## src/pkg/phy_regmap_pkg.sv

```systemverilog
// constants for the paged register map of the one-port cable transceiver
package phy_regmap_pkg;

  // ****************************************************************
  // map geometry
  // ****************************************************************
  localparam int REG_COUNT = 16;
  localparam int BASE_COUNT = 8;
  localparam int PAGE_COUNT = 8;
  localparam int LIVE_PAGES = 3;
  localparam int MEM_DEPTH = LIVE_PAGES * BASE_COUNT;
  localparam int MEM_AW = 5;
  localparam int APB_AW = 8;
  // byte address of a register is four times its index
  localparam logic [APB_AW-1:0] MAP_END = 8'h40;

  // ****************************************************************
  // register indices
  // ****************************************************************
  localparam logic [3:0] IDX_NODE_ID_ROOT_POWER = 4'h0;
  localparam logic [3:0] IDX_HOLDOFF_RESET_GAP = 4'h1;
  localparam logic [3:0] IDX_EXTENSION_PORT_COUNT = 4'h2;
  localparam logic [3:0] IDX_SPEED_REPEATER_DELAY = 4'h3;
  localparam logic [3:0] IDX_LINK_CONTENDER_POWER = 4'h4;
  localparam logic [3:0] IDX_INTERRUPT_FEATURE_ENABLES = 4'h5;
  localparam logic [3:0] IDX_RESERVED_SIX = 4'h6;
  localparam logic [3:0] IDX_PAGE_AND_PORT_CHOICE = 4'h7;

  // ****************************************************************
  // fixed read values and field positions (bit 7 is the leftmost field)
  // ****************************************************************
  localparam logic [7:0] EXTENSION_PORT_COUNT_VAL = 8'hE1;
  localparam logic [7:0] SPEED_REPEATER_DELAY_VAL = 8'h40;
  localparam logic [2:0] JITTER_VAL = 3'h0;
  localparam int HOLDOFF_BIT = 7;
  localparam int BUS_RESET_REQ_BIT = 6;
  localparam int LINK_ACTIVE_BIT = 7;
  localparam int CONTENDER_BIT = 6;
  localparam int PAGE_LSB = 5;
  localparam int PORT_MSB = 3;

  // ****************************************************************
  // reset values
  // ****************************************************************
  localparam logic [5:0] GAP_COUNT_RST = 6'h3F;
  localparam logic LINK_ACTIVE_RST = 1'b1;
  localparam logic CONTENDER_RST = 1'b0;
  localparam logic [2:0] POWER_CLASS_RST = 3'h0;
  localparam logic [7:0] ENABLES_RST = 8'h00;
  localparam logic [2:0] PAGE_RST = 3'h0;
  localparam logic [3:0] PORT_RST = 4'h0;

  // only pages 0, 1 and 7 carry storage; 2 to 6 read as zero
  function automatic logic pageLive(input logic [2:0] page);
    pageLive = (page == 3'h0) || (page == 3'h1) || (page == 3'h7);
  endfunction

  // storage slot of a live page, followed by the paged offset
  function automatic logic [MEM_AW-1:0] pagedAddr(input logic [2:0] page,
                                                   input logic [2:0] offs);
    logic [1:0] slot;
    slot = (page == 3'h7) ? 2'h2 : {1'b0, page[0]};
    pagedAddr = {slot, offs};
  endfunction

endpackage

```

## src/design/phy_page_mem.sv

```systemverilog
// storage for the paged registers of the live pages, registered read
`timescale 1ns/1ps
module phy_page_mem #(
  parameter int DEPTH = phy_regmap_pkg::MEM_DEPTH,
  parameter int AW = phy_regmap_pkg::MEM_AW
) (
  // clock and reset
  input wire logic clock,
  input wire logic rst_b,
  // read port
  input wire logic rdEn,
  input wire logic [AW-1:0] rdAddr,
  output logic [7:0] rdData,
  // write port
  input wire logic wrEn,
  input wire logic [AW-1:0] wrAddr,
  input wire logic [7:0] wrData
);
  import phy_regmap_pkg::*;

  logic [7:0] mem_q [DEPTH];

  // small array, so a reset to zero is cheap and keeps reads defined
  always_ff @(posedge clock or negedge rst_b) begin
    if (!rst_b) begin
      for (int i = 0; i < DEPTH; i++) begin
        mem_q[i] <= 8'h00;
      end
    end else if (wrEn && (int'(wrAddr) < DEPTH)) begin
      mem_q[wrAddr] <= wrData;
    end
  end

  // read data from a register
  always_ff @(posedge clock or negedge rst_b) begin
    if (!rst_b) begin
      rdData <= 8'h00;
    end else if (rdEn) begin
      rdData <= (int'(rdAddr) < DEPTH) ? mem_q[rdAddr] : 8'h00;
    end
  end
endmodule // phy_page_mem

```

## src/design/phy_base_regs.sv

```systemverilog
// writable fields of the fixed base registers
`timescale 1ns/1ps
module phy_base_regs (
  // clock and reset
  input wire logic clock,
  input wire logic rst_b,
  // write strobe from the bus side
  input wire logic wrEn,
  input wire logic [3:0] wrIndex,
  input wire logic [7:0] wrData,
  // bus reset from the arbiter
  input wire logic busReset,
  // field values
  output logic rootHoldoff,
  output logic busResetReq,
  output logic [5:0] gapCount,
  output logic linkActive,
  output logic contender,
  output logic [2:0] powerClass,
  output logic [7:0] eventEnables,
  output logic [2:0] pageSel,
  output logic [3:0] portSel
);
  import phy_regmap_pkg::*;

  wire wrHold = wrEn && (wrIndex == IDX_HOLDOFF_RESET_GAP);
  wire wrLink = wrEn && (wrIndex == IDX_LINK_CONTENDER_POWER);
  wire wrEnab = wrEn && (wrIndex == IDX_INTERRUPT_FEATURE_ENABLES);
  wire wrPage = wrEn && (wrIndex == IDX_PAGE_AND_PORT_CHOICE);

  // holdoff, bus reset request and gap; a write setting the request wins
  always_ff @(posedge clock or negedge rst_b) begin
    if (!rst_b) begin
      rootHoldoff <= 1'b0;
      busResetReq <= 1'b0;
      gapCount <= GAP_COUNT_RST;
    end else begin
      if (wrHold) begin
        rootHoldoff <= wrData[HOLDOFF_BIT];
        gapCount <= wrData[5:0];
      end
      if (wrHold && wrData[BUS_RESET_REQ_BIT]) begin
        busResetReq <= 1'b1;
      end else if (busReset || wrHold) begin
        busResetReq <= 1'b0;
      end
    end
  end

  // link, contender and power class; jitter stays read-only
  always_ff @(posedge clock or negedge rst_b) begin
    if (!rst_b) begin
      linkActive <= LINK_ACTIVE_RST;
      contender <= CONTENDER_RST;
      powerClass <= POWER_CLASS_RST;
    end else if (wrLink) begin
      linkActive <= wrData[LINK_ACTIVE_BIT];
      contender <= wrData[CONTENDER_BIT];
      powerClass <= wrData[2:0];
    end
  end

  // event and feature enables
  always_ff @(posedge clock or negedge rst_b) begin
    if (!rst_b) begin
      eventEnables <= ENABLES_RST;
    end else if (wrEnab) begin
      eventEnables <= wrData;
    end
  end

  // page and port choice; the reserved middle bit is never stored
  always_ff @(posedge clock or negedge rst_b) begin
    if (!rst_b) begin
      pageSel <= PAGE_RST;
      portSel <= PORT_RST;
    end else if (wrPage) begin
      pageSel <= wrData[PAGE_LSB+2:PAGE_LSB];
      portSel <= wrData[PORT_MSB:0];
    end
  end
endmodule // phy_base_regs

```

## src/design/paged_phy_register_map.sv

```systemverilog
// APB slave holding the paged sixteen-register map of the cable transceiver
//
// Operation
// - Sixteen registers reachable by the link side, chosen by a four-bit index.
// - Indices zero to seven always reach the same base registers, any page.
// - Indices eight to fifteen reach one of eight pages by current page.
// - Page comes from the selector field of base register seven, set by writes.
// - Base register fields keep meaning and layout for every page value.
// - Reserved registers and fields read as zero.
// - Pages two through six make all eight paged indices reserved.
//
// Chosen here: register access over APB.
`timescale 1ns/1ps
module paged_phy_register_map (
  // clock and reset
  input wire logic clock,
  input wire logic rst_b,
  // APB slave
  input wire logic psel,
  input wire logic penable,
  input wire logic pwrite,
  input wire logic [phy_regmap_pkg::APB_AW-1:0] paddr,
  input wire logic [31:0] pwdata,
  input wire logic [3:0] pstrb,
  output logic pready,
  output logic [31:0] prdata,
  output logic pslverr,
  // node status from the arbiter
  input wire logic [5:0] physicalId,
  input wire logic isRoot,
  input wire logic cablePowerOk,
  input wire logic busReset,
  // control fields to the arbiter
  output logic rootHoldoff,
  output logic busResetReq,
  output logic [5:0] gapCount,
  output logic linkActive,
  output logic contender,
  output logic [2:0] powerClass,
  output logic [7:0] eventEnables,
  output logic [2:0] pageSel,
  output logic [3:0] portSel
);
  import phy_regmap_pkg::*;

  // ****************************************************************
  // address decode
  // ****************************************************************
  logic [7:0] memRdData;
  logic [7:0] baseView [BASE_COUNT];
  logic pready_q;
  logic pready_d;
  logic [7:0] rdByte_q;
  logic [7:0] rdByte_d;
  logic slvErr_q;
  logic slvErr_d;

  // index sits above the two byte bits; anything past the map errors
  wire [3:0] regIndex = paddr[5:2];
  wire inMap = (paddr < MAP_END);
  wire isPaged = regIndex[3];
  wire [2:0] regOffs = regIndex[2:0];
  // page taken only from the selector in base register seven
  wire pageOk = pageLive(pageSel);
  wire [MEM_AW-1:0] memAddr = pagedAddr(pageSel, regOffs);
  wire setupCyc = psel && !penable;
  wire doneCyc = psel && penable && pready_q;
  // byte lane 0 carries the whole register, so its strobe gates writes
  wire wrDone = doneCyc && pwrite && inMap && pstrb[0];
  wire baseWr = wrDone && !isPaged;
  wire memWr = wrDone && isPaged && pageOk;

  // ****************************************************************
  // base and paged storage
  // ****************************************************************
  // base fields do not look at the page at all
  phy_base_regs u_base (
    .clock(clock),
    .rst_b(rst_b),
    .wrEn(baseWr),
    .wrIndex(regIndex),
    .wrData(pwdata[7:0]),
    .busReset(busReset),
    .rootHoldoff(rootHoldoff),
    .busResetReq(busResetReq),
    .gapCount(gapCount),
    .linkActive(linkActive),
    .contender(contender),
    .powerClass(powerClass),
    .eventEnables(eventEnables),
    .pageSel(pageSel),
    .portSel(portSel)
  );

  // memory read starts in the setup cycle so data is ready one cycle later
  phy_page_mem #(
    .DEPTH(MEM_DEPTH),
    .AW(MEM_AW)
  ) u_pages (
    .clock(clock),
    .rst_b(rst_b),
    .rdEn(setupCyc),
    .rdAddr(memAddr),
    .rdData(memRdData),
    .wrEn(memWr),
    .wrAddr(memAddr),
    .wrData(pwdata[7:0])
  );

  // ****************************************************************
  // read views of the base registers
  // ****************************************************************
  // read-only and reserved bits are built from constants and status only
  assign baseView[0] = {physicalId, isRoot, cablePowerOk};
  assign baseView[1] = {rootHoldoff, busResetReq, gapCount};
  assign baseView[2] = EXTENSION_PORT_COUNT_VAL;
  assign baseView[3] = SPEED_REPEATER_DELAY_VAL;
  assign baseView[4] = {linkActive, contender, JITTER_VAL, powerClass};
  assign baseView[5] = eventEnables;
  assign baseView[6] = 8'h00;
  assign baseView[7] = {pageSel, 1'b0, portSel};

  // reserved pages read zero, whatever the storage holds
  assign rdByte_d = !inMap ? 8'h00 :
                    !isPaged ? baseView[regOffs] :
                    pageOk ? memRdData : 8'h00;
  assign pready_d = psel && penable && !pready_q;
  assign slvErr_d = pready_d && !inMap;

  // ****************************************************************
  // APB answer, one wait state
  // ****************************************************************
  // answer flops drive the ports directly
  always_ff @(posedge clock or negedge rst_b) begin
    if (!rst_b) begin
      pready_q <= 1'b0;
      slvErr_q <= 1'b0;
      rdByte_q <= 8'h00;
    end else begin
      pready_q <= pready_d;
      slvErr_q <= slvErr_d;
      rdByte_q <= pready_d ? rdByte_d : 8'h00;
    end
  end

  assign pready = pready_q;
  assign pslverr = slvErr_q;
  assign prdata = {24'h000000, rdByte_q};

  // ****************************************************************
  // checks
  // ****************************************************************
  wire rdDone = doneCyc && !pwrite;

  // ****************************************************************
  // shadow of the last paged write
  // ****************************************************************
  logic [MEM_AW-1:0] lastAddr_q;
  logic [7:0] lastData_q;
  logic lastValid_q;

  // only the newest word is kept; older words are left to the bench read-back
  always_ff @(posedge clock or negedge rst_b) begin
    if (!rst_b) begin
      lastAddr_q <= {MEM_AW{1'b0}};
      lastData_q <= 8'h00;
      lastValid_q <= 1'b0;
    end else if (memWr) begin
      lastAddr_q <= memAddr;
      lastData_q <= pwdata[7:0];
      lastValid_q <= 1'b1;
    end
  end

  property p_unmapped_err;
    @(posedge clock) disable iff (!rst_b)
      rdDone || (doneCyc && pwrite) |-> (pslverr == !inMap);
  endproperty
  a_unmapped_err: assert property (p_unmapped_err)
    else $error("error answer does not match address range");

  property p_base_const;
    @(posedge clock) disable iff (!rst_b)
      rdDone && inMap && (regIndex == IDX_EXTENSION_PORT_COUNT) |->
        prdata[7:0] == 8'hE1;
  endproperty
  a_base_const: assert property (p_base_const)
    else $error("fixed base register read wrong value");

  property p_page_write;
    @(posedge clock) disable iff (!rst_b)
      wrDone && (regIndex == IDX_PAGE_AND_PORT_CHOICE) |=>
        pageSel == $past(pwdata[7:5]);
  endproperty
  a_page_write: assert property (p_page_write)
    else $error("page selector did not follow write");

  property p_paged_rw;
    @(posedge clock) disable iff (!rst_b)
      rdDone && inMap && isPaged && pageOk && lastValid_q && (memAddr == lastAddr_q) |->
        prdata[7:0] == lastData_q;
  endproperty
  a_paged_rw: assert property (p_paged_rw)
    else $error("paged register read back differs from write");

  property p_gap_any_page;
    @(posedge clock) disable iff (!rst_b)
      rdDone && inMap && (regIndex == IDX_HOLDOFF_RESET_GAP) |->
        prdata[5:0] == gapCount;
  endproperty
  a_gap_any_page: assert property (p_gap_any_page)
    else $error("gap field read differs from stored value");

  property p_rsvd_zero;
    @(posedge clock) disable iff (!rst_b)
      rdDone && inMap && (regIndex == IDX_RESERVED_SIX ||
        regIndex == IDX_PAGE_AND_PORT_CHOICE) |-> prdata[31:8] == 24'h0 &&
        (regIndex == IDX_RESERVED_SIX ? prdata[7:0] == 8'h00 : !prdata[4]);
  endproperty
  a_rsvd_zero: assert property (p_rsvd_zero)
    else $error("reserved bits read nonzero");

  property p_dead_pages;
    @(posedge clock) disable iff (!rst_b)
      rdDone && inMap && isPaged && !pageOk |-> prdata == 32'h0;
  endproperty
  a_dead_pages: assert property (p_dead_pages)
    else $error("reserved page read nonzero");

  property p_ro_ignored;
    @(posedge clock) disable iff (!rst_b)
      wrDone && (regIndex == IDX_NODE_ID_ROOT_POWER ||
        regIndex == IDX_RESERVED_SIX) |=> $stable(gapCount) &&
        $stable(pageSel) && $stable(eventEnables) && $stable(linkActive);
  endproperty
  a_ro_ignored: assert property (p_ro_ignored)
    else $error("write to read-only register changed a field");

  property p_one_wait;
    @(posedge clock) disable iff (!rst_b)
      $rose(psel && penable) |-> !pready ##1 pready ##1 !pready;
  endproperty
  a_one_wait: assert property (p_one_wait)
    else $error("answer not after exactly one wait state");

  property p_strobe_gate;
    @(posedge clock) disable iff (!rst_b)
      doneCyc && pwrite && !pstrb[0] |=> $stable(eventEnables) && $stable(pageSel) &&
        $stable(gapCount) && $stable(linkActive);
  endproperty
  a_strobe_gate: assert property (p_strobe_gate)
    else $error("write with lane zero strobe low changed a field");

  property p_err_no_write;
    @(posedge clock) disable iff (!rst_b)
      doneCyc && pwrite && !inMap |=> $stable(eventEnables) && $stable(pageSel) &&
        $stable(gapCount) && $stable(linkActive);
  endproperty
  a_err_no_write: assert property (p_err_no_write)
    else $error("write past the map changed a field");

  property p_reg7_view;
    @(posedge clock) disable iff (!rst_b)
      rdDone && inMap && (regIndex == IDX_PAGE_AND_PORT_CHOICE) |->
        prdata[7:5] == pageSel && prdata[3:0] == portSel;
  endproperty
  a_reg7_view: assert property (p_reg7_view)
    else $error("page and port read differs from selector");

  property p_link_view;
    @(posedge clock) disable iff (!rst_b)
      rdDone && inMap && (regIndex == IDX_LINK_CONTENDER_POWER) |->
        prdata[7] == linkActive && prdata[6] == contender && prdata[5:3] == 3'h0 &&
        prdata[2:0] == powerClass;
  endproperty
  a_link_view: assert property (p_link_view)
    else $error("link and power read differs from fields");

  property p_status_view;
    @(posedge clock) disable iff (!rst_b)
      rdDone && inMap && (regIndex == IDX_NODE_ID_ROOT_POWER) |->
        prdata[7:2] == $past(physicalId) && prdata[1] == $past(isRoot) &&
        prdata[0] == $past(cablePowerOk);
  endproperty
  a_status_view: assert property (p_status_view)
    else $error("status read differs from status inputs");

  // answer lines stay quiet outside the one answer cycle
  property p_idle_quiet;
    @(posedge clock) disable iff (!rst_b)
      !pready |-> prdata == 32'h0 && !pslverr;
  endproperty
  a_idle_quiet: assert property (p_idle_quiet)
    else $error("read data or error shown outside the answer cycle");

  property p_req_clear;
    @(posedge clock) disable iff (!rst_b)
      busReset && !(baseWr && (regIndex == IDX_HOLDOFF_RESET_GAP) &&
        pwdata[BUS_RESET_REQ_BIT]) |=> !busResetReq;
  endproperty
  a_req_clear: assert property (p_req_clear)
    else $error("bus reset did not clear the reset request");
endmodule // paged_phy_register_map

```

## config.mk

```make
export PLATFORM = sky130hd
export DESIGN_NAME = paged_phy_register_map
export DESIGN_NICKNAME = d
export VERILOG_FILES = /design/src/pkg/phy_regmap_pkg.sv /design/src/design/phy_page_mem.sv /design/src/design/phy_base_regs.sv /design/src/design/paged_phy_register_map.sv
export SDC_FILE = /design/constraint.sdc
export NUM_CORES = 1
export LEC_CHECK = 0
export ABC_AREA = 1
export BUFFER_PORTS_ARGS = -buffer_cell sky130_fd_sc_hd__buf_2
export CELL_PAD_IN_SITES_DETAIL_PLACEMENT = 0
export CELL_PAD_IN_SITES_GLOBAL_PLACEMENT = 2
export CORE_ASPECT_RATIO = 1.4
export CORE_MARGIN = 2
export CORE_UTILIZATION = 35
export CTS_CLUSTER_DIAMETER = 100
export DETAILED_ROUTE_END_ITERATION = 10
export PLACE_DENSITY_LB_ADDON = 0.1
export SKIP_CTS_REPAIR_TIMING = 1
export SYNTH_ARGS = -nofsm -noshare
export SYNTH_HDL_FRONTEND = slang
export SYNTH_SLANG_ARGS = --single-unit
```

## constraint.sdc

```tcl
create_clock -name clock -period 3.25 [get_ports clock]
set_input_delay 0.1625 -clock clock [delete_from_list [all_inputs] [get_ports clock]]
set_output_delay 0.1625 -clock clock [all_outputs]
set_load 0.01 [all_outputs]
```

==> results by stage, run 1 <==
Power and ir drop:
- Combinational cells account for 6.2% of the total power.
- The sequential group share of total power is 46.6%.
- Net switching is 24.0% of the power.
- The total leakage power is 6.69 nW.
- Internal power comes to 4.89 mW.
- The overall power of the completed layout is 6.44 mW.
- The power share of the clock group is 47.2%.
- The power spent charging and discharging nets is 1.55 mW.
- Power spread over the standard cell area amounts to 495 nW/um^2.
- IR analysis of the VDD net gives a maximum drop of 288 uV.

Clock tree:
- The clock latency on the worst-skew pair is 540 ps.
- CTS built an H-tree with a depth of 1.
- TritonCTS built the clock tree.
- The root buffer cell is sky130_fd_sc_hd__clkbuf_16.
- The number of buffers created by CTS is 27.
- The number of buffers between clock root and the deepest sink is 3.
- The clock slew at the register clock pins of the worst setup and hold paths is 60 ps.
- For this design, the sink count on the clock tree is 238.

Synth:
- The number of enable-type register cells in the synthesized netlist is 0.
- The cell count after synthesis is 1455.
- The share of flip-flops with an asynchronous set or reset after synthesis is 100%.
- In the synthesized netlist, the cells that appear most often are sky130_fd_sc_hd__nand2_1 (620), sky130_fd_sc_hd__dfrtp_1 (231), sky130_fd_sc_hd__o21ai_1 (149), sky130_fd_sc_hd__nor2_1 (81), sky130_fd_sc_hd__nand3_1 (51).
- The cell type with the highest aggregate area in the netlist is sky130_fd_sc_hd__dfrtp_1.
- The flip-flop and latch count after synthesis is 238.
- Summing every instance area after synthesis gives 11600 sq um.
- The cell with the most instances after synthesis is sky130_fd_sc_hd__nand2_1.
- The number of distinct library cells after synthesis is 33.
- The top-area cell type share of the netlist area is 50.0%.
- The most instantiated flip-flop cell in the synthesis netlist is sky130_fd_sc_hd__dfrtp_1.
- The mean instance size in the synthesized netlist is 7.94 sq um.
- During synthesis, Yosys emitted a total of 0 warnings.
- For this run, the register share of the synthesized area comes to 51.6%.
- By area the synthesized netlist is led by sky130_fd_sc_hd__dfrtp_1 (50%), sky130_fd_sc_hd__nand2_1 (20%), sky130_fd_sc_hd__o21ai_1 (6.5%).

Placement:
- The routability congestion estimate is 0.731.
- Detailed placement ended at an HPWL of 21300 um.
- Buffers placed on the I/O ports in this run total 66.

Global routing:
- Global routing consumed, over all layers together, 20.6% of the routing resources.
- The overflow left after global routing is 0.
- The number of global-route vias before repair is 9050.
- The first global-routing pass estimated 54400 um of wire.
- The number of antenna violations at the first check in global routing is 0.
- Entering global routing, the biggest net connects 74 pins.

Drt:
- The count of nets left with antenna violations once routing finished came out at 0.
- Wires add up to 34400 um.
- After detailed routing, the number of remaining DRC violations is 0.
- The total iterations of the first detailed-routing run is 5.
- The average routed wire per standard cell is 17.6 um.
- The number of design-rule violations left by the first detailed-router iteration is 657.
- The routed via count is 9248.
- Dividing the detail-routed via count by the number of cells gives 4.73.

Flow run:
- The max-cap check violation count is 0.

STA:
- The final hold slack is -8.74 ps.
- The final setup violation count is 0.
- The clock period could shrink to 2220 ps.
- The actual slew at the worst max-slew pin is 1010 ps.
- The final-report max-slew violation count is 0.
- The worst-case clock skew is 7.67 ps.
- Setup repair after global routing left no endpoint under its margin.
- After routing, the total negative slack on setup checks comes to 0 ps.
- Measured against its own limit, the worst slew margin works out to 32.6%.
- The fraction of the cycle the final worst path needs is 68.4%.
- The hold violation count in the final report is 1.
- The maximum achievable frequency is 450 MHz.

Critical path:
- Counting cells, the worst reg-to-reg path comes to 7.
- The critical path depth in cells is 7.
- The data arrival at the endpoint of the critical path is 2610 ps.
- The worst endpoint required time is 3630 ps.
- The critical path class is reg2reg.
- The cell with the largest stage delay on the worst path is sky130_fd_sc_hd__dfrtp_1.
- The combined buffer and inverter count along the critical path is 1.
- The cell seen most often among critical-path stages is sky130_fd_sc_hd__o21ai_2.
- In this run the worst path has a maximum fanout of 16.
- The type of destination of the critical path is a flip-flop.
- In this design, the largest share of critical-path delay is due to simple AND/OR/NAND/NOR gates.
- The startpoint type of the worst setup path is a flip-flop.
- The delay of the slowest critical-path stage is 490 ps.
- Traced cell by cell, the critical path runs through nand3_2, o21ai_2, and3_2, buf_12, nand2_4, nand2_1, o21ai_2.

Final layout:
- In the final layout, the share of cells above drive strength 1 is 12.7%.
- In the final design database the tool counted 1557 nets.
- The post-synthesis to final-layout area growth is 12.6%.
- 0 antenna diodes ended up in the layout.

Die:
- The horizontal die dimension is 158 um.
- The number of rows in the core area is 78.
- Once the floorplan was initialized, standard cells occupied 35.6% of the core.
- The overall die height is 219 um.
- In this run the count of I/O pins placed on the die edge is 120.
- The full die area is 34500 sq um.
- The core footprint is 32500 sq um.

Hold path:
- The tightest min-delay check is of the in2reg type.
- Along the worst hold path, the cell count comes to 3.

Run status:
- The final reports fail on hold timing.
- The run finished, with violations left.
## stage by stage
step                      area, sq um  instances  util [%]  setup slack, ps
final                           13000       1956      40.0             1030
after global routing            13000       1956      40.0              791
after CTS                       12900       1949      39.8              959
after detailed placement        12100       1903      37.1              621
after global placement          12100       1903      37.1              627
after floorplan                 11600       1478         -             1560
## layout by cell type (no fill, tap or decap), types with 4 or more instances in the layout
master	n
sky130_fd_sc_hd__a21oi_1	48
sky130_fd_sc_hd__buf_12	5
sky130_fd_sc_hd__buf_2	64
sky130_fd_sc_hd__buf_4	21
sky130_fd_sc_hd__clkbuf_1	5
sky130_fd_sc_hd__clkbuf_16	27
sky130_fd_sc_hd__clkbuf_8	10
sky130_fd_sc_hd__clkinv_1	8
sky130_fd_sc_hd__conb_1	24
sky130_fd_sc_hd__dfrtp_1	231
sky130_fd_sc_hd__dfstp_2	7
sky130_fd_sc_hd__dlygate4sd3_1	7
sky130_fd_sc_hd__inv_1	39
sky130_fd_sc_hd__inv_2	4
sky130_fd_sc_hd__nand2_1	620
sky130_fd_sc_hd__nand2_4	20
sky130_fd_sc_hd__nand3_1	51
sky130_fd_sc_hd__nor2_1	81
sky130_fd_sc_hd__nor2_2	5
sky130_fd_sc_hd__nor3_1	5
sky130_fd_sc_hd__o21ai_0	44
sky130_fd_sc_hd__o21ai_1	149
sky130_fd_sc_hd__o21ai_2	21
sky130_fd_sc_hd__o22ai_1	4
## state kept, by name (all words and copies together), names as in the netlist
register	count
u_pages.rdData	8
u_base.pageSel	3
u_base.gapCount	6
u_base.powerClass	3
u_base.portSel	4
pready	1
u_base.contender	1
u_base.busResetReq	1
u_pages.mem_q	192
pslverr	1
u_base.linkActive	1
rdByte_q	8
u_base.rootHoldoff	1
u_base.eventEnables	8
## final cells by class
| cell class | instances | area (sq um) |
|---|---|---|
| multi-input cells | 1083 | 4760 |
| flip-flops and latches | 238 | 5960 |
| well taps | 440 | 551 |
| clock buffers | 42 | 832 |
| fillers | 3488 | 19500 |
| clock inverters | 4 | 45.0 |
| inverters | 51 | 191 |
| repair buffers | 98 | 663 |
## cell families (layout without fill, tap and decap cells)
kind of cell	count (synthesis)	count (layout)	share of synthesized area [%]
buffers and inverters	157	195	7.92
other	1	24	0.0324
AOI/OAI and AO/OA	273	273	12.7
DFF	238	238	51.6
and+or+nand+nor	786	786	27.7
## power by group through the flow
| stage | Combinational, mW | Clock, mW | Sequential [mW] |
|---|---|---|---|
| 2_1_floorplan | 0.205 | 0 | 3.06 |
| 3_3_place_gp | 0.403 | 0 | 3.05 |
| 3_5_place_dp | 0.402 | 0 | 3.06 |
| 4_1_cts | 0.403 | 3.15 | 3.00 |
| 5_1_grt | 0.446 | 3.26 | 3.00 |
| 6_report | 0.397 | 3.04 | 3.00 |
## worst paths after layout
check                                  startpoint                 end  slack (ps)
worst max-delay path            u_base.pageSel[1]   u_pages.mem_q[92]        1030
worst max register to register  u_base.pageSel[1]   u_pages.mem_q[92]        1030
min in group asynchronous                   rst_b  u_pages.mem_q[167]         180
max in group asynchronous                   rst_b   u_pages.mem_q[95]        2180
worst min register to register  u_pages.mem_q[63]   u_pages.mem_q[63]         480
worst min-delay path                physicalId[1]         rdByte_q[3]          -9
## worst register-to-register path: stages (launching register included)
cell and delay, ps:
sky130_fd_sc_hd__dfrtp_1 490, sky130_fd_sc_hd__nand3_2 230, sky130_fd_sc_hd__o21ai_2 210, sky130_fd_sc_hd__and3_2 490
sky130_fd_sc_hd__buf_12 270, sky130_fd_sc_hd__nand2_4 200, sky130_fd_sc_hd__nand2_1 120, sky130_fd_sc_hd__o21ai_2 50
## metal layers
layer	part of all wire, %	global-route usage, %	vias to the layer above
met4	1.9	5.18	0
met3	3.8	2.29	34
li1	-	-	4673
met2	48	34.8	165
met5	0	0	-
met1	46	28.2	4376
Power figures use the tool's default switching activity.
==> run 2: changes to the inputs <==
Settings changed: ABC_AREA 1 to 0.
Clock period 3.25 ns to 1.79 ns, I/O delays scaled along.
==> run 2 against run 1 <==
  * Synthesized cell count down 47%
  * Sequential power up 82%
  * Clock-buffer cell count down 7
  * Core utilization up 5.0 points
  * The run ends with hold timing, setup timing left
  * Combinational power up 83%
  * Wire length down 10%
  * Non-clock buffer count up 76
  * Register-to-register slack worse by 1100 ps
==> results by stage, run 2 <==
Global routing:
- The overflow left after global routing is 0 (unchanged).
- The maximum number of pins on one net before global-route repair is 61 (was 74).
- The first-pass GRT wire length came to 47000 um (was 54400 um).
- The number of global-route vias before repair came to 7687 (was 9050).
- The number of antenna violations at the first check in global routing is 0 (unchanged).
- The global-route usage over all layers is 18.4% (was 20.6%).

Synth:
- The total number of yosys warnings is 0 (unchanged).
- The sequential element share of the synthesized area is 53.1% (was 51.6%).
- Leading post-synthesis cells by instance count: sky130_fd_sc_hd__dfrtp_1 (231), sky130_fd_sc_hd__mux2_2 (218), sky130_fd_sc_hd__mux4_2 (48), sky130_fd_sc_hd__clkbuf_1 (35) (was sky130_fd_sc_hd__nand2_1 (620), sky130_fd_sc_hd__dfrtp_1 (231), sky130_fd_sc_hd__o21ai_1 (149), sky130_fd_sc_hd__nor2_1 (81), sky130_fd_sc_hd__nand3_1 (51)).
- The compound-cell area share of the yosys netlist is 4.05% (was 12.7%).
- Top cells by area, synth: sky130_fd_sc_hd__dfrtp_1 (51%), sky130_fd_sc_hd__mux2_2 (22%), sky130_fd_sc_hd__mux4_2 (9.6%) (was sky130_fd_sc_hd__dfrtp_1 (50%), sky130_fd_sc_hd__nand2_1 (20%), sky130_fd_sc_hd__o21ai_1 (6.5%)).
- The most instantiated flip-flop cell in the synthesis netlist is sky130_fd_sc_hd__dfrtp_1 (unchanged).
- The mean instance size in the synthesized netlist came to 14.6 sq um (was 7.94 sq um).
- The XOR/XNOR share of the synthesized area came to 0% (unchanged).
- The number of distinct library cells after synthesis came to 50 (was 33).
- The flip-flop and latch count after synthesis came to 238 (unchanged).
- The number of enable-type register cells in the synthesized netlist came to 0 (unchanged).
- The mux cell area share after synthesis came to 33.0% (was 0%).
- The simple logic cell fraction of the synthesized area is 5.62% (was 27.7%).
- The cell with the most instances after synthesis is sky130_fd_sc_hd__dfrtp_1 (was sky130_fd_sc_hd__nand2_1).
- The top-area cell type share of the netlist area is 51.5% (was 50.0%).
- The largest family of logic cells by synthesized area is multiplexers (was simple AND/OR/NAND/NOR gates).
- The share of flip-flops with an asynchronous set or reset after synthesis is 100% (unchanged).
- The cell type with the highest aggregate area in the netlist is sky130_fd_sc_hd__dfrtp_1 (unchanged).
- The share of synthesized cell area in full adder, half adder and majority cells is 0% (unchanged).
- The total standard cell area after synthesis is 11200 sq um (was 11600 sq um).
- The cell count after synthesis was 767 (was 1455).

Hold path:
- The end of the worst hold path is rdByte_q[4] (was rdByte_q[3]).
- The startpoint of the lowest-slack hold path is paddr[5] (was physicalId[1]).
- The worst hold-check path type is in2reg (unchanged).
- The number of instances on the worst hold path is 3 (unchanged).

Final layout:
- The sequential cell area is 5970 sq um (was 5960 sq um).
- The final non-filler cell total is 1318 (was 1956).
- The flip-flop count of the largest register after layout is 192 (unchanged).
- Commonest cells after routing, fill and taps aside: sky130_fd_sc_hd__dfrtp_1 (228), sky130_fd_sc_hd__mux2_2 (148), sky130_fd_sc_hd__mux2_4 (78) (was sky130_fd_sc_hd__nand2_1 (620), sky130_fd_sc_hd__dfrtp_1 (231), sky130_fd_sc_hd__o21ai_1 (149)).
- The multi-input combinational cell area is 5310 sq um (was 4760 sq um).
- The antenna diode count is 0 (unchanged).
- The post-synthesis to final-layout area growth is 26.6% (was 12.6%).
- The fill cell total of the finished layout is 2844 (was 3488).
- The summed area of non-filler cells in the final layout is 14200 sq um (was 13000 sq um).
- The final-stage net count is 965 (was 1557).
- The share of cells above drive strength 1 is 57.7% (was 12.7%).
- The most common cell after layout, fill and taps aside was sky130_fd_sc_hd__dfrtp_1 (was sky130_fd_sc_hd__nand2_1).
- The register bank with the most flops is u_pages.mem_q (unchanged).
- The end-of-flow core utilization is 45.0% (was 40.0%).

Placement:
- The placed wire-length estimate was 21100 um (was 21300 um).
- The routability congestion estimate is 0.805 (was 0.731).
- The count of input and output buffers came to 66 (unchanged).
- The minimum setup slack after placement is -201 ps (was 621 ps).
- The total cell area at the placement stage is 12800 sq um (was 12100 sq um).
- The number of placed instances with taps included came to 1262 (was 1903).

Drt:
- The detailed-route DRC error count is 0 (unchanged).
- The number of design-rule violations left by the first detailed-router iteration is 291 (was 657).
- The final wirelength is 30900 um (was 34400 um).
- The average routed wire per standard cell is 23.4 um (was 17.6 um).
- The via density per instance was 5.23 (was 4.73).
- The total iterations of the first detailed-routing run is 4 (was 5).
- The number of nets still failing antenna checks after routing is 0 (unchanged).
- The routed via count is 6889 (was 9248).

Power and ir drop:
- The total leakage power came to 6.86 nW (was 6.69 nW).
- The overall power of the completed layout came to 11.9 mW (was 6.44 mW).
- The power share of the clock group is 48.1% (was 47.2%).
- The power spent charging and discharging nets is 2.67 mW (was 1.55 mW).
- The switching share of total power is 22.4% (was 24.0%).
- The power density over the cells is 836 nW/um^2 (was 495 nW/um^2).
- The cell-internal power was 9.22 mW (was 4.89 mW).
- The logic gate share of total power is 6.1% (was 6.2%).
- The sequential group share of total power is 45.8% (was 46.6%).
- The worst IR drop on VDD is 554 uV (was 288 uV).

Clock tree:
- The number of buffers created by CTS is 26 (was 27).
- The root buffer cell is sky130_fd_sc_hd__clkbuf_16 (unchanged).
- The count of clock tree sinks is 238 (unchanged).
- The clock slew at the register clock pins of the worst setup and hold paths came to 70 ps (was 60 ps).
- The TritonCTS clock tree is yes (unchanged).
- The clock latency on the worst-skew pair is 540 ps (about the same).
- The H-tree level count is 1 (unchanged).
- The number of buffers between clock root and the deepest sink is 3 (unchanged).

STA:
- The worst-case headroom to the max-slew limit was 52.0% (was 32.6%).
- The actual slew at the worst max-slew pin is 719 ps (was 1010 ps).
- The worst-case setup margin in the final layout was -122 ps (was 1030 ps).
- The worst-case clock skew is 9.94 ps (was 7.67 ps).
- The hold violation count in the final report came to 1 (unchanged).
- RSZ-0062 raised after global routing: yes (was no).
- The maximum achievable frequency is 523 MHz (was 450 MHz).
- The post-layout minimum cycle time was 1910 ps (was 2220 ps).
- The final hold slack is -41.3 ps (was -8.74 ps).
- The final-report max-slew violation count was 0 (unchanged).
- The final setup violation count was 77 (was 0).
- The fraction of the cycle the final worst path needs was 107% (was 68.4%).

Critical path:
- The cell with the largest stage delay on the worst path is sky130_fd_sc_hd__or4_4 (was sky130_fd_sc_hd__dfrtp_1).
- The delay of the slowest critical-path stage is 420 ps (was 490 ps).
- The worst reg2reg path endpoint is u_pages.mem_q[179] (was u_pages.mem_q[92]).
- The critical path class is reg2reg (unchanged).
- The worst endpoint required time is 2210 ps (was 3630 ps).
- Cell-by-cell trace of the critical path: and3_4, o2111ai_4, buf_6, or4_4, buf_8, mux2_2 (was nand3_2, o21ai_2, and3_2, buf_12, nand2_4, nand2_1, o21ai_2).
- The minimum setup slack among reg-to-reg paths is -120 ps (was 1030 ps).
- The data arrival at the endpoint of the critical path is 2330 ps (was 2610 ps).
- The biggest fanout along the worst timing path was 8 (was 16).
- The worst flop-to-flop path startpoint is u_base.pageSel[1] (unchanged).
- The number of cells on the worst reg-to-reg path is 6 (was 7).
- The startpoint type of the worst setup path is a flip-flop (unchanged).
- The type of destination of the critical path is a flip-flop (unchanged).

Die:
- The horizontal die dimension was 155 um (was 158 um).
- The number of rows in the core area is 77 (was 78).
- The initial standard-cell utilization of the core is 35.5% (was 35.6%).
- The full die area came to 33600 sq um (was 34500 sq um).
- The core footprint was 31600 sq um (was 32500 sq um).
- The count of boundary I/O pins is 120 (unchanged).
- The overall die height came to 216 um (was 219 um).

Run status:
- Result of the run: complete, but fails checks (unchanged).
- Violations in the final reports: hold timing, setup timing (was hold timing).

Flow run:
- The max-cap check violation count is 0 (unchanged).
==> run 2: layout make-up <==
| cell class | count | share of cell area [%] |
|---|---|---|
| inverter | 2 | 0.0528 |
| clock inverter | 9 | 1.06 |
| tap | 395 | 3.48 |
| sequential | 238 | 42.0 |
| multi-input combinational | 465 | 37.3 |
| timing repair buffer | 174 | 10.7 |
| clock buffer | 35 | 5.38 |
==> run 2: critical path: cells and delay by family, from the launching register on <==
kind	cells	cell delay, ps
flip-flops	1	410
multiplexers	1	270
buffers and inverters	2	330
AO/OA/AOI/OAI	1	140
AND/OR/NAND/NOR	2	640
==> run 2: through the flow <==
stage,setup TNS (ps),hold slack (ps)
finish,-5700,-41.3
global route,-12620,-32.1
CTS,-9210,-498
detailed placement,-12020,76.9
global placement,-10490,62.5
floorplan,-5860,-206
==> run 2: how the worst max path moves through the flow <==
stage / slack (ps) / start / end / depth (start not counted)
floorplan: -190 / u_base.pageSel[1] / u_pages.mem_q[184] / 5
global placement: -170 / paddr[7] / u_pages.mem_q[181] / 7
detailed placement: -200 / paddr[7] / u_pages.mem_q[179] / 7
CTS: -210 / u_base.pageSel[0] / u_pages.rdData[7] / 6
global route: -170 / u_base.pageSel[1] / u_pages.mem_q[179] / 6
finish: -120 / u_base.pageSel[1] / u_pages.mem_q[179] / 6
==> run 2: kinds of logic after synthesis <==
| family | Yosys count |
|---|---|
| buffers and inverters | 87 |
| AND/OR/NAND/NOR | 102 |
| other | 1 |
| flip-flops | 238 |
| multiplexers | 279 |
| AO/OA/AOI/OAI | 60 |
==> run 2: metal layers <==
metal	vias up	routed length (um)	global-route usage, %
met3	43	804	2.37
li1	3085	-	-
met1	3651	13300	23.2
met5	-	0	0
met2	110	15900	32.6
met4	0	839	6.33
==> run 2: power groups by stage <==
stage | logic [mW] | registers [mW] | clock network [mW]
2_1_floorplan | 0.356 | 5.54 | 0
3_3_place_gp | 0.693 | 5.54 | 0
3_5_place_dp | 0.704 | 5.55 | 0
4_1_cts | 0.706 | 5.45 | 5.88
5_1_grt | 0.796 | 5.45 | 6.11
6_report | 0.725 | 5.45 | 5.72
